==> src/pso_pkg.sv <==
/*
 * Package for the eight-stage parallel-in / serial-out shifter: sizes,
 * reset values and the bundle of synchronised pin levels.
 * Assumes it is compiled before every other file of the block.
 */
package pso_pkg;

    // ----------------------------------------------------------------
    // Sizes
    // ----------------------------------------------------------------
    localparam int PSO_STAGES     = 8;
    localparam int PSO_LAST       = PSO_STAGES - 1;
    localparam int PSO_FIFO_WIDTH = 1;
    localparam int PSO_FIFO_DEPTH = 8;

    // ----------------------------------------------------------------
    // Values after reset
    // ----------------------------------------------------------------
    localparam logic [PSO_STAGES-1:0] PSO_STAGE_RST = 8'h00;

    typedef struct packed {
        logic                  clock_in;
        logic                  clock_gate;
        logic                  shift_sel;
        logic                  serial_in;
        logic [PSO_STAGES-1:0] par_in;
    } pso_pins_t;

    // Clock pins rest high so the internal clock sees no edge at release
    localparam pso_pins_t PSO_PINS_RST = '{clock_in: 1'b1, clock_gate: 1'b1, shift_sel: 1'b0,
                                           serial_in: 1'b0, par_in: 8'h00};

endpackage

==> src/pso_fifo.sv <==
/*
 * Small shift-down FIFO with valid/ready on both sides.
 * Head entry, valid and ready all come straight from flip-flops.
 * Assumes one clock and an asynchronous active-low reset.
 */
`timescale 1ns/1ps
`default_nettype none

module pso_fifo #(
    parameter int W = 1,
    parameter int D = 8
) (
    input  wire logic         clk_sys,   // System clock
    input  wire logic         reset_n,   // Async reset, active low
    input  wire logic         in_valid,  // Producer offers a word
    output logic              in_ready,  // Room for a word
    input  wire logic [W-1:0] in_data,   // Word offered
    output logic              out_valid, // Head word present
    input  wire logic         out_ready, // Consumer takes the head
    output logic [W-1:0]      out_data   // Head word
);

    localparam int CW = $clog2(D + 1);

    logic [W-1:0]  mem_q [D];
    logic [CW-1:0] count_q;
    logic [CW-1:0] count_d;
    logic          push;
    logic          pop;

    assign push     = in_valid & in_ready;
    assign pop      = out_valid & out_ready;
    assign out_data = mem_q[0];
    assign count_d  = count_q + CW'(push) - CW'(pop);

    // ----------------------------------------------------------------
    // Entries: shift down on pop, write at the tail on push
    // ----------------------------------------------------------------
    for (genvar i = 0; i < D; i++) begin : g_entry
        always_ff @(posedge clk_sys or negedge reset_n) begin
            if (!reset_n) begin
                mem_q[i] <= '0;
            end else if (pop) begin
                if (push && CW'(i) == count_q - CW'(1)) begin
                    mem_q[i] <= in_data;
                end else if (i < D - 1) begin
                    mem_q[i] <= mem_q[(i < D - 1) ? i + 1 : i];
                end
            end else if (push && CW'(i) == count_q) begin
                mem_q[i] <= in_data;
            end
        end
    end

    always_ff @(posedge clk_sys or negedge reset_n) begin
        if (!reset_n) begin
            count_q   <= '0;
            in_ready  <= 1'b1;
            out_valid <= 1'b0;
        end else begin
            count_q   <= count_d;
            in_ready  <= count_d != CW'(D);
            out_valid <= count_d != '0;
        end
    end

    property p_fifo_bound;
        @(posedge clk_sys) disable iff (!reset_n) count_q <= CW'(D);
    endproperty
    a_fifo_bound: assert property (p_fifo_bound) else $error("fifo count above depth");

    property p_fifo_full_stalls;
        @(posedge clk_sys) disable iff (!reset_n) (!in_ready && !pop) |=> count_q == $past(count_q);
    endproperty
    a_fifo_full_stalls: assert property (p_fifo_full_stalls) else $error("fifo grew while full");

endmodule

`default_nettype wire

==> src/pso_shifter.sv <==
/*
 * Eight-stage shifter with parallel load, gated clock and direct clear.
 * Bits leaving the last stage on a shift are queued in an eight-word FIFO.
 * Assumes all device pins are asynchronous to clk_sys and change far
 * slower than clk_sys (each pin level must hold three clk_sys cycles).
 */
// What this block does
// - Shift select high: each qualified edge with room in the queue shifts all stages, serial bit enters first.
// - Shift select low: parallel inputs load on the next qualified edge.
// - During parallel load the serial input is ignored.
// - Register acts on the rising edge of NOR of clock and clock gate.
// - Either clock pin held high holds all stages.
// - Low clear forces every stage to zero at once, overriding everything.
// - On shift, stages two to eight take the prior value of the previous stage.
// - On load, stages one to eight take parallel inputs one to eight.
// - Without clear or qualified edge every stage keeps its value.
`timescale 1ns/1ps
`default_nettype none

module pso_shifter
    import pso_pkg::*;
(
    input  wire logic                  clk_sys,           // System clock, 40 MHz
    input  wire logic                  reset_n,           // Async reset, active low
    input  wire logic                  clear_n,           // Direct clear pin, active low
    input  wire logic                  clock_in,          // Clock pin
    input  wire logic                  clock_gate,        // Clock inhibit pin
    input  wire logic                  shift_sel,         // High shift, low load
    input  wire logic                  serial_in,         // Serial data pin
    input  wire logic [PSO_STAGES-1:0] par_in,            // Parallel data, bit 0 = first input
    input  wire logic                  out_ready,         // Consumer takes queued bit
    output logic                       serial_result_out, // Last stage
    output logic                       stream_valid,      // Queued shifted-out bit present
    output logic                       stream_data        // Oldest shifted-out bit
);

    // ----------------------------------------------------------------
    // Pin synchronisers
    // ----------------------------------------------------------------
    pso_pins_t             pins_meta_q;
    pso_pins_t             pins_q;
    logic                  clear_meta_q;
    logic                  clear_q;
    logic                  int_clk_q;
    logic                  int_clk;
    logic                  clk_edge;
    logic                  stage_rst_n;
    logic                  fifo_ready;
    logic                  fifo_push;
    logic [PSO_STAGES-1:0] stage_q;

    always_ff @(posedge clk_sys or negedge reset_n) begin
        if (!reset_n) begin
            pins_meta_q <= PSO_PINS_RST;
            pins_q      <= PSO_PINS_RST;
        end else begin
            pins_meta_q <= '{clock_in: clock_in, clock_gate: clock_gate, shift_sel: shift_sel,
                             serial_in: serial_in, par_in: par_in};
            pins_q      <= pins_meta_q;
        end
    end

    // ----------------------------------------------------------------
    // Clear level seen by the stream side
    // ----------------------------------------------------------------
    // Stages clear asynchronously, but the push is clocked logic and needs a clean level;
    // an edge within two cycles of the clear falling may still queue a 0.
    always_ff @(posedge clk_sys or negedge reset_n) begin
        if (!reset_n) begin
            clear_meta_q <= 1'b1;
            clear_q      <= 1'b1;
        end else begin
            clear_meta_q <= clear_n;
            clear_q      <= clear_meta_q;
        end
    end

    // ----------------------------------------------------------------
    // Internal clock and its rising edge
    // ----------------------------------------------------------------
    assign int_clk  = ~(pins_q.clock_in | pins_q.clock_gate);
    assign clk_edge = int_clk & ~int_clk_q;

    always_ff @(posedge clk_sys or negedge reset_n) begin
        if (!reset_n) begin
            int_clk_q <= 1'b0;
        end else begin
            int_clk_q <= int_clk;
        end
    end

    // ----------------------------------------------------------------
    // Stages
    // ----------------------------------------------------------------
    // Clear joins the reset so it acts without any clock edge
    assign stage_rst_n = reset_n & clear_n;
    // A shift with the queue full is dropped rather than losing a queued bit
    // Edges during clear are lost, and nothing is queued while the synchronised clear (clear_q) is low
    assign fifo_push   = clk_edge & pins_q.shift_sel & clear_q;

    always_ff @(posedge clk_sys or negedge stage_rst_n) begin
        if (!stage_rst_n) begin
            stage_q <= PSO_STAGE_RST;
        end else if (clk_edge) begin
            if (!pins_q.shift_sel) begin
                stage_q <= pins_q.par_in;
            end else if (fifo_ready) begin
                stage_q <= {stage_q[PSO_LAST-1:0], pins_q.serial_in};
            end
        end
    end

    assign serial_result_out = stage_q[PSO_LAST];

    pso_fifo #(
        .W (PSO_FIFO_WIDTH),
        .D (PSO_FIFO_DEPTH)
    ) u_fifo (
        .clk_sys   (clk_sys),
        .reset_n   (reset_n),
        .in_valid  (fifo_push),
        .in_ready  (fifo_ready),
        .in_data   (stage_q[PSO_LAST]),
        .out_valid (stream_valid),
        .out_ready (out_ready),
        .out_data  (stream_data)
    );

    // ----------------------------------------------------------------
    // Checks
    // ----------------------------------------------------------------
    property p_shift;
        @(posedge clk_sys) disable iff (!stage_rst_n)
        (clk_edge && pins_q.shift_sel && fifo_ready) |=> stage_q[0] == $past(pins_q.serial_in);
    endproperty
    a_shift: assert property (p_shift) else $error("serial bit not taken into first stage");

    property p_load;
        @(posedge clk_sys) disable iff (!stage_rst_n)
        (clk_edge && !pins_q.shift_sel) |=> stage_q == $past(pins_q.par_in);
    endproperty
    a_load: assert property (p_load) else $error("parallel load mismatch");

    property p_no_serial_on_load;
        @(posedge clk_sys) disable iff (!stage_rst_n)
        (clk_edge && !pins_q.shift_sel && pins_q.serial_in != pins_q.par_in[0])
        |=> stage_q[0] != $past(pins_q.serial_in);
    endproperty
    a_no_serial_on_load: assert property (p_no_serial_on_load) else $error("shift during load");

    property p_clk_rise;
        @(posedge clk_sys) disable iff (!reset_n)
        ($fell(pins_q.clock_in) && !pins_q.clock_gate && !$past(pins_q.clock_gate)) |-> clk_edge;
    endproperty
    a_clk_rise: assert property (p_clk_rise) else $error("clock pin fall missed");

    property p_inhibit;
        @(posedge clk_sys) disable iff (!stage_rst_n)
        (pins_q.clock_in || pins_q.clock_gate) |=> $stable(stage_q);
    endproperty
    a_inhibit: assert property (p_inhibit) else $error("stages moved while inhibited");

    property p_clear;
        @(posedge clk_sys) disable iff (!reset_n)
        !clear_n |-> (stage_q == PSO_STAGE_RST && !serial_result_out);
    endproperty
    a_clear: assert property (p_clear) else $error("clear did not zero stages");

    property p_chain;
        @(posedge clk_sys) disable iff (!stage_rst_n)
        (clk_edge && pins_q.shift_sel && fifo_ready) |=> stage_q[PSO_LAST:1] == $past(stage_q[PSO_LAST-1:0]);
    endproperty
    a_chain: assert property (p_chain) else $error("stage chain broken");

    property p_hold;
        @(posedge clk_sys) disable iff (!stage_rst_n)
        !clk_edge |=> $stable(stage_q);
    endproperty
    a_hold: assert property (p_hold) else $error("stages changed without edge");

    property p_out_last;
        @(posedge clk_sys) disable iff (!stage_rst_n)
        (clk_edge && !pins_q.shift_sel) |=> serial_result_out == $past(pins_q.par_in[PSO_LAST]);
    endproperty
    a_out_last: assert property (p_out_last) else $error("output not eighth stage");

    property p_full_drop;
        @(posedge clk_sys) disable iff (!stage_rst_n)
        (clk_edge && pins_q.shift_sel && !fifo_ready) |=> $stable(stage_q);
    endproperty
    a_full_drop: assert property (p_full_drop) else $error("shift taken while stream full");

    property p_out_shift;
        @(posedge clk_sys) disable iff (!stage_rst_n)
        (clk_edge && pins_q.shift_sel && fifo_ready) |=> serial_result_out == $past(stage_q[PSO_LAST-1]);
    endproperty
    a_out_shift: assert property (p_out_shift) else $error("output missed seventh stage");

    property p_gate_rise;
        @(posedge clk_sys) disable iff (!reset_n)
        ($fell(pins_q.clock_gate) && !pins_q.clock_in && !$past(pins_q.clock_in)) |-> clk_edge;
    endproperty
    a_gate_rise: assert property (p_gate_rise) else $error("gate pin fall missed");

    property p_stream_first;
        @(posedge clk_sys) disable iff (!reset_n)
        (fifo_push && fifo_ready && !stream_valid) |=> (stream_valid && stream_data == $past(stage_q[PSO_LAST]));
    endproperty
    a_stream_first: assert property (p_stream_first) else $error("shifted-out bit not queued");

    c_shift: cover property (@(posedge clk_sys) disable iff (!stage_rst_n)
        clk_edge && pins_q.shift_sel && fifo_ready);
    c_load: cover property (@(posedge clk_sys) disable iff (!stage_rst_n)
        clk_edge && !pins_q.shift_sel);
    c_full: cover property (@(posedge clk_sys) disable iff (!reset_n)
        fifo_push && !fifo_ready);
    c_gate: cover property (@(posedge clk_sys) disable iff (!reset_n)
        $fell(pins_q.clock_gate) && clk_edge);

endmodule

`default_nettype wire

==> config.mk <==
export PLATFORM = sky130hd
export DESIGN_NAME = pso_shifter
export DESIGN_NICKNAME = d
export VERILOG_FILES = /design/src/pso_pkg.sv /design/src/pso_fifo.sv /design/src/pso_shifter.sv
export SDC_FILE = /design/constraint.sdc
export NUM_CORES = 1
export LEC_CHECK = 0
export ABC_AREA = 1
export BUFFER_PORTS_ARGS = -buffer_cell sky130_fd_sc_hd__buf_4
export CELL_PAD_IN_SITES_DETAIL_PLACEMENT = 0
export CELL_PAD_IN_SITES_GLOBAL_PLACEMENT = 1
export CORE_MARGIN = 2
export CORE_UTILIZATION = 45
export DETAILED_ROUTE_END_ITERATION = 12
export PLACE_DENSITY_LB_ADDON = 0.05
export SLEW_MARGIN = 20
export SYNTH_ARGS = -nofsm -noshare
export SYNTH_HDL_FRONTEND = slang
export SYNTH_SLANG_ARGS = --single-unit
==> constraint.sdc <==
create_clock -name clk_sys -period 2.9 [get_ports clk_sys]
set_input_delay 0.58 -clock clk_sys [delete_from_list [all_inputs] [get_ports clk_sys]]
set_output_delay 0.58 -clock clk_sys [all_outputs]
set_load 0.02 [all_outputs]
After elaboration in Yosys (flattened, before gate mapping)
Index checks and enable logic that the tools add are counted.
{ "totals": {"reg_bits": 49, "wordCells": 109} }
{ "op_classes": {"addsub": 3, "n_eq_ne": 17, "mux": 26, "n_bitwise": 9, "n_reduce_logical": 29} }
{ "op_table": {"columns": ["op", "count"], "rows": [
  ["$eq A3 B4 Y1 const A", 8],
  ["$mux W1", 24],
  ["$eq A2 B4 Y1 const A", 4],
  ["$logic_and A1 B1 Y1", 16],
  ["$mux W8", 2],
  ["$reduce_bool A2 Y1", 8],
  ["$eq A1 B4 Y1 const A", 2],
  ["$logic_not A4 Y1", 2],
  ["$and A1 B1 Y1", 6],
  ["$add A4 B1 Y4", 1],
  ["$ne A4 B4 Y1 const B", 1],
  ["$reduce_and A2 Y1", 2],
  ["$reduce_bool A4 Y1", 1],
  ["$sub A4 B1 Y4", 1],
  ["$sub A4 B1 Y4 const B", 1],
  ["$ne A2 B1 Y1 const B", 1],
  ["$ne A2 B2 Y1 const B", 1],
  ["$not A1 Y1", 2],
  ["$or A1 B1 Y1", 1]
]} }

Logic depth before layout (Yosys ltp)
Gate-level depths: netlist (run 1).
{ "logic_depth": {"depth_word": 9, "ltp_mapped": 12, "depth_no_buf": 12} }

Cells and area by module
From an unflattened synthesis (run 1), not the netlist that was laid out.
{ "hier_totals": {"hier_cells": 233, "hier_area_um2": 2182.1} }
{ "modules_own_cells": {"columns": ["module", "instances", "cells_each", "area_each_um2", "seq_area_each_um2"], "rows": [
  ["pso_shifter", 1, 97, 1187.4, 883.3],
  ["pso_fifo", 1, 136, 994.7, 351.6]
]} }

Worst setup path after synthesis (run 1)
Ideal clock, no wire load.
{ "synth_path": {"path_kind": "input to register", "start": "input out_ready", "end": "register u_fifo.out_valid", "arrival_ns": 2.277, "t_required_ns": 2.774, "slack_ns": 0.497, "path_stages": 11, "cell_sequence": "nand2_1 inv_1 buf_2 ha_1 inv_1 ha_1 inv_1 fa_1 inv_1 nor3_1 nand2b_1"} }
{ "synth_via": {"elab_chain_len": 3} }
{ "synth_lines": {"columns": ["item", "line_no", "rtl"], "rows": [
  ["from (decl)", "pso_shifter.sv:31", "input wire logic out_ready,"],
  ["$and A1 B1 Y1", "pso_fifo.sv:32", "assign pop = out_valid & out_ready;"],
  ["$sub A4 B1 Y4", "pso_fifo.sv:34", "assign count_d = count_q + CW'(push) - CW'(pop);"],
  ["net u_fifo.count_d[1]", "pso_fifo.sv:27", "logic [CW-1:0] count_d;"],
  ["$reduce_bool A4 Y1", "pso_fifo.sv:63", "out_valid <= count_d != '0;"],
  ["to (signal assigned)", "pso_fifo.sv:59", "out_valid <= 1'b0;"],
  ["to (signal assigned)", "pso_fifo.sv:63", null],
  ["to (decl)", "pso_fifo.sv:18", "output logic out_valid,"]
]} }
The timed path passes the listed nets, and every way through them passes these cells.
A chain may end at the register's enable or synchronous reset.

Worst setup path after layout (run 1)
{ "layout_path": {"start": "register clear_q", "end": "register u_fifo.out_valid"} }
{ "layout_via": {"elab_chain_len": 5} }
{ "layout_lines": {"columns": ["item", "line_no", "rtl"], "rows": [
  ["from (decl)", "pso_shifter.sv:43", "logic clear_q;"],
  ["from (signal assigned)", "pso_shifter.sv:74", "clear_q <= clear_meta_q;"],
  ["$and A1 B1 Y1", "pso_shifter.sv:99", "assign fifo_push = clk_edge & pins_q.shift_sel & clear_q;"],
  ["$and A1 B1 Y1", "pso_fifo.sv:31", "assign push = in_valid & in_ready;"],
  ["$add A4 B1 Y4", "pso_fifo.sv:34", null],
  ["$sub A4 B1 Y4", "pso_fifo.sv:34", null],
  ["net u_fifo.count_d[1]", "pso_fifo.sv:27", null],
  ["$reduce_bool A4 Y1", "pso_fifo.sv:63", null]
]} }
The timed path passes the listed nets, and every way through them passes these cells.

==> results of run 1 <==
[area by class of cell]
type                       count  area (um2)
sequential                    49        1235
timing repair buffer          21       157.7
multi-input combinational    138       802.0
clock buffer                   5       68.82
tap                           67       83.83
clock inverter                 3       28.78
inverter                      33       123.9
fill                         436        2223
[worst min path at each step]
stage | startpoint | endpoint | slack (ns) | cells past startpoint
finish | reset_n | pins_q[3] | 0.23 | 1
global route | reset_n | pins_q[3] | 0.25 | 1
CTS | reset_n | pins_q[3] | 0.25 | 1
detailed placement | pins_meta_q[9] | pins_q[9] | 0.33 | 0
global placement | pins_meta_q[0] | pins_q[0] | 0.33 | 0
floorplan | reset_n | int_clk_q | 0.28 | 0
[logic make-up after synthesis]
family / count (synthesis) / synth area share (%)
simple gates: 94 / 20.55
xor+xnor: 2 / 0.7992
flops: 49 / 56.34
compound gates: 33 / 9.760
buf+inv: 38 / 7.077
fa+ha+maj: 9 / 5.480
[worst reg2reg max path, stage by stage (launching register included)]
cell      delay [ns]
dfstp_2         0.56
nand3_4         0.11
nor2_8          0.18
ha_1            0.19
inv_1           0.06
fa_1            0.49
inv_1           0.05
nor3_1          0.25
nand2b_1        0.09
[routing by layer]
layer  vias up  global-route usage (%)  part of all wire (%)
met5         -                       0                     0
met4         0                   7.879                   1.8
met3         7                   4.115                   3.8
met2        30                   26.49                    47
met1       744                   21.91                    48
li1        764                       -                     -
[cell usage in the layout (no fill, tap or decap)]
cell type   n
nand2_1    49
dfrtp_1    42
inv_1      28
nand3_1    21
buf_4      21
o211ai_1   12
nor2_1     10
o21ai_0    10
ha_1        8
dfstp_2     7
o21ai_1     6
clkbuf_8    5
inv_2       4
a21oi_1     3
nor2_2      3
xor2_1      2
nand3_2     2
nand2_2     2
or2_2       2
nor3_1      1
nand3_4     1
nor2_8      1
nand2b_1    1
o22ai_2     1
clkinv_1    1
nand2_4     1
a21oi_4     1
fa_1        1
inv_6       1
clkinv_4    1
inv_8       1
[registers in the layout (all words and copies together) (netlist names)]
signal / flops
u_fifo.out_data: 1
int_clk_q: 1
u_fifo.out_valid: 1
u_fifo.count_q: 4
stage_q: 8
pins_q: 12
clear_meta_q: 1
u_fifo.mem_q: 7
u_fifo.in_ready: 1
clear_q: 1
pins_meta_q: 12
[through the flow]
stage	power, uW	worst slack [ns]
after global placement	1547	0.6373
after global routing	2160	0.6809
final	1987	0.8141
after detailed placement	1576	0.5210
after CTS	2009	0.8098
after floorplan	1385	0.4971
[power breakdown]
group,total [uW],switching [uW],internal [uW],leakage (uW)
Sequential,885,77.4,808,0.000578
Combinational,674,432,243,0.000606
Clock,427,247,181,0.0000506
Total,1990,756,1230,0.00123
==> metrics.txt, run 1 <==
sequential fraction of the synthesis area 56.34%; fmax 479.4 MHz; syn_area_per_cell 9.743 um2; Mapped Area 0.002192 mm2; share of async-settable or async-resettable flops after synthesis 100.0%; r2r endpoint u_fifo.out_valid; number of global-route vias before repair 1,552; Critical Path AT 2.28 ns; max-cap viol count 0; CTS Sinks 49; max-slew violations 0; final setup vio count 0; Post-synth EDFFs 0; outcome finished clean; WL final 3.822 mm; Inst Count DP 308; slowest cell delay on critical path 0.56 ns; buffers and inverters on the worst path 2; worst skew pair latency 0.31 ns; Die Y 73.80 um; critical path depth in cells 8; router iterations before antenna repair 4; Core Region 0.004723 mm2; RR Startpoint clear_q; Setup Skew 0.007838 ns; Wirelength per Cell 12.09 um; Final Hold Fails 0; largest net degree at the start of global routing 43; CTS clk-pin slew, worst paths 0.10 ns; Post-CTS Repair Setup Buffers 0; R2R setup slack 0.81 ns; area share of the largest cell type after synthesis 47.95%; hpwl dp 2.855 mm; post-route cell area 0.002500 mm2; Initial Util 46.41%; ys flop type dfrtp_1; cells after synthesis 225; first-pass GRT wire length 6.879 mm; fin crit period 2.086 ns; Die X 73.80 um; # diodes 0; Crit. Startpoint clear_q; total track usage 16.86%; Vias/cell 4.889; Rows 25; initial antenna violation count 0; Final Cycle Share 71.93%; Least-Margin Pin Slew 0.4976 ns; I/O Pins 19; reg2reg path depth 8; layout cell share with drive strength beyond 1 21.69%; CP max stage cell dfstp_2; Slew HR 66.83%; critical-path cell list nand3_4 -> nor2_8 -> ha_1 -> inv_1 -> fa_1 -> inv_1 -> nor3_1 -> nand2b_1; Hold Slack 0.2302 ns; setup TNS 0 ns; YS warnings 0; total grt overflow 0; area grow syn2layout 14.04%; Cell variety after synth 30; Worst setup SP type flop; VDD IR max 0.4263 mV; # hold bufs at CTS 0; nets@finish 273; Worst path top cell family by delay adder cells; #FFs+latches synth 49; most common cell in the netlist nand2_1; RSZ-0062 raised after global routing no; CP endpoint u_fifo.out_valid; fin cells 316; Starting DRT DRC Count 109; post-CTS sizing 0; Port Buffers 18; Worst Setup End Kind flop; Post-synth top cells nand2_1 (49), dfrtp_1 (42), inv_1 (28), nand3_1 (21), o211ai_1 (12); TritonCTS buffer count 5; PD cells 794.7 mW/mm2; Clock Path Buffers 2; syn_nets 250; DRT antenna net count 0; Final Util 52.93%; crit path kind flop to flop; CP required 3.09 ns; DRC Markers 0; Hold WC Path Type input port to async pin; crit-path max FO 5; # H-tree levels 2; clock root buffer clkbuf_8; DP Area 0.002402 mm2; Leak Pwr 0.001235 uW; TritonCTS clock tree yes; top cells by area, synth dfrtp_1 (48%), dfstp_2 (8.4%), nand2_1 (8.4%); routed vias 1,545; die area 0.005446 mm2; Yosys top cell by area dfrtp_1; CP dominant cell by count inv_1; gpl congestion 0.8826
Power figures use the tool's default switching activity.
==> run 2, diff against run 1 <==
--- a/config.mk
+++ b/config.mk
@@ -10,7 +10,7 @@
 export CELL_PAD_IN_SITES_DETAIL_PLACEMENT = 0
 export CELL_PAD_IN_SITES_GLOBAL_PLACEMENT = 1
 export CORE_MARGIN = 2
-export CORE_UTILIZATION = 45
+export CORE_UTILIZATION = 41
 export DETAILED_ROUTE_END_ITERATION = 12
 export PLACE_DENSITY_LB_ADDON = 0.05
 export SLEW_MARGIN = 20
==> constraint.sdc (replaced) <==
create_clock -name clk_sys -period 1.7 [get_ports clk_sys]
set_input_delay 0.34 -clock clk_sys [delete_from_list [all_inputs] [get_ports clk_sys]]
set_output_delay 0.34 -clock clk_sys [all_outputs]
set_load 0.02 [all_outputs]
==> metrics.txt, run 2 (synthesis gave the netlist of run 1 again) <==
total chip power 3951 uW (+99%); Initial Util 42.65% (-3.8 points); Die Y 77.12 um (+4.5%); Slew HR 74.95% (+8.1 points); crit-path max FO 2 (-3); Crit. Startpoint u_fifo.out_valid; Leak Pwr 0.001333 uW (+7.9%); Worst Setup End Kind flop; Final Cycle Share 108.3% (+36 points); number of global-route vias before repair 1,560 (+0.52%); Hold WC Path Type input port to async pin; failing checks negative setup slack; die area 0.005947 mm2 (+9.2%); router iterations before antenna repair 4 (unchanged); most common cell after layout, fill and taps aside nand2_1; WL final 3.980 mm (+4.1%); fin cells 332 (+5.1%); final setup vio count 3 (+3); CTS clk-pin slew, worst paths 0.09 ns (about the same); CP max stage cell fa_1; Die X 77.12 um (+4.5%); TritonCTS buffer count 5 (unchanged); layout cell share with drive strength beyond 1 31.68% (+10 points); most frequent cells in the layout nand2_1 (46), dfrtp_1 (41), buf_4 (33); nets@finish 286 (+4.8%); Starting DRT DRC Count 102 (-6.4%); initial antenna violation count 0 (unchanged); Vias/cell 4.581 (-6.3%); RSZ-0062 raised after global routing yes; Core Region 0.005140 mm2 (+8.8%); R2R setup slack -0.14 ns (-0.96 ns); routed vias 1,521 (-1.6%); worst setup margin -0.1419 ns (-0.9560 ns); slowest cell delay on critical path 0.49 ns (-0.07 ns); Final Hold Fails 0 (unchanged); hpwl dp 3.029 mm (+6.1%); area grow syn2layout 25.23%; Port Buffers 18 (unchanged); Critical Path AT 2.03 ns (-0.25 ns); post-route cell area 0.002745 mm2 (+9.8%); Least-Margin Pin Slew 0.3744 ns (-0.1232 ns); Clock Path Buffers 2 (unchanged); DP Area 0.002500 mm2 (+4.1%); TritonCTS clock tree yes; worst skew pair latency 0.29 ns (-0.02 ns); max-slew violations 0 (unchanged); fin crit period 1.842 ns (-0.2440 ns); fmax 542.9 MHz (+13%); DRT antenna net count 0 (unchanged); DRC Markers 0 (unchanged); CP dominant cell by count inv_2; largest net degree at the start of global routing 25 (-42%); Rows 26 (+4.0%); first-pass GRT wire length 7.189 mm (+4.5%); critical-path cell list nand2_4 -> inv_4 -> ha_4 -> inv_2 -> ha_4 -> inv_2 -> fa_1 -> inv_2 -> nor3_4 -> nand2b_1; total grt overflow 0 (unchanged); total track usage 15.30% (-1.6 points); Inst Count DP 318 (+3.2%); # H-tree levels 2 (unchanged); Setup Skew 0.004400 ns (-0.003438 ns); Wirelength per Cell 11.99 um (-0.88%); crit path kind flop to flop; CTS Sinks 49 (unchanged); max-cap viol count 0 (unchanged); outcome complete, but fails checks; PD cells 1439 mW/mm2 (+81%); RR Startpoint u_fifo.out_valid; CP required 1.89 ns (-1.20 ns); gpl congestion 0.8823 (about the same); clock root buffer clkbuf_8; VDD IR max 0.8318 mV (+95%); top flop regs pins_meta_q: 12 flops, pins_q: 12 flops, stage_q: 8 flops; Worst setup SP type flop; I/O Pins 19 (unchanged); # diodes 0 (unchanged)
[run 2: cell count changes in the layout (fill, tap and decap cells not counted), sizes merged]
cell and change:
bufinv +2, dlygate4sd3 +1, buf +12, clkinv -2
[run 2: layout make-up]
cell class | count | area, um2
Fill cell | 500 | 2395
Sequential cell | 49 | 1236
Multi-Input combinational cell | 138 | 899.6
Timing Repair Buffer | 34 | 257.7
Inverter | 33 | 126.4
Tap cell | 70 | 87.58
Clock buffer | 5 | 68.82
Clock inverter | 3 | 68.82
[run 2: path summary, 6_finish.rpt]
path / to / cells after the start
min in group clk_sys: pins_meta_q[10] / 1
max in group asynchronous: stage_q[6] / 4
setup reg to reg: u_fifo.out_valid / 10
hold / removal: stage_q[0] / 3
hold reg to reg: pins_q[1] / 0
setup / recovery: u_fifo.out_valid / 10
[run 2: metal layers]
layer	global-route usage (%)	wire (um)
met5	0	0
met4	5.357	36
met3	3.882	117
met2	24.43	1863
met1	20.21	1963
[run 2: timing repair]
| action | CTS | global route |
|---|---|---|
| resized for setup | 1 | 17 |
| gates cloned | 0 | 0 |
| setup endpoints to repair | 3 | 11 |
| endpoints found under the hold margin | 15 | 0 |
| pin swaps | 2 | 3 |
| setup buffers | 4 | 1 |
| hold buffers | 1 | 0 |
[run 2: where the power goes]
group,switching (uW),internal [uW]
Sequential,99.7,1380
Combinational,916,581
Clock,383,592
Total,1400,2550
[run 2: critical path, delay by kind of cell, from the launching register on]
family	cells	cell delay, ns
flip-flops	1	0.43
adder cells (fa/ha/maj)	3	0.82
buffers and inverters	4	0.18
AND/OR/NAND/NOR	3	0.31
[run 2: metrics by stage]
step                utilization (%)  setup slack [ns]  hold slack, ns  setup TNS [ns]
floorplan                         -           -0.2814         0.04441         -0.6478
global placement              48.64           -0.1685          0.2447         -0.3002
detailed placement            48.64           -0.2021          0.2511         -0.3803
CTS                           52.09           -0.1681         0.02539         -0.2952
global route                  53.41           -0.2231         0.04491         -0.6108
finish                        53.41           -0.1419         0.01434         -0.3148
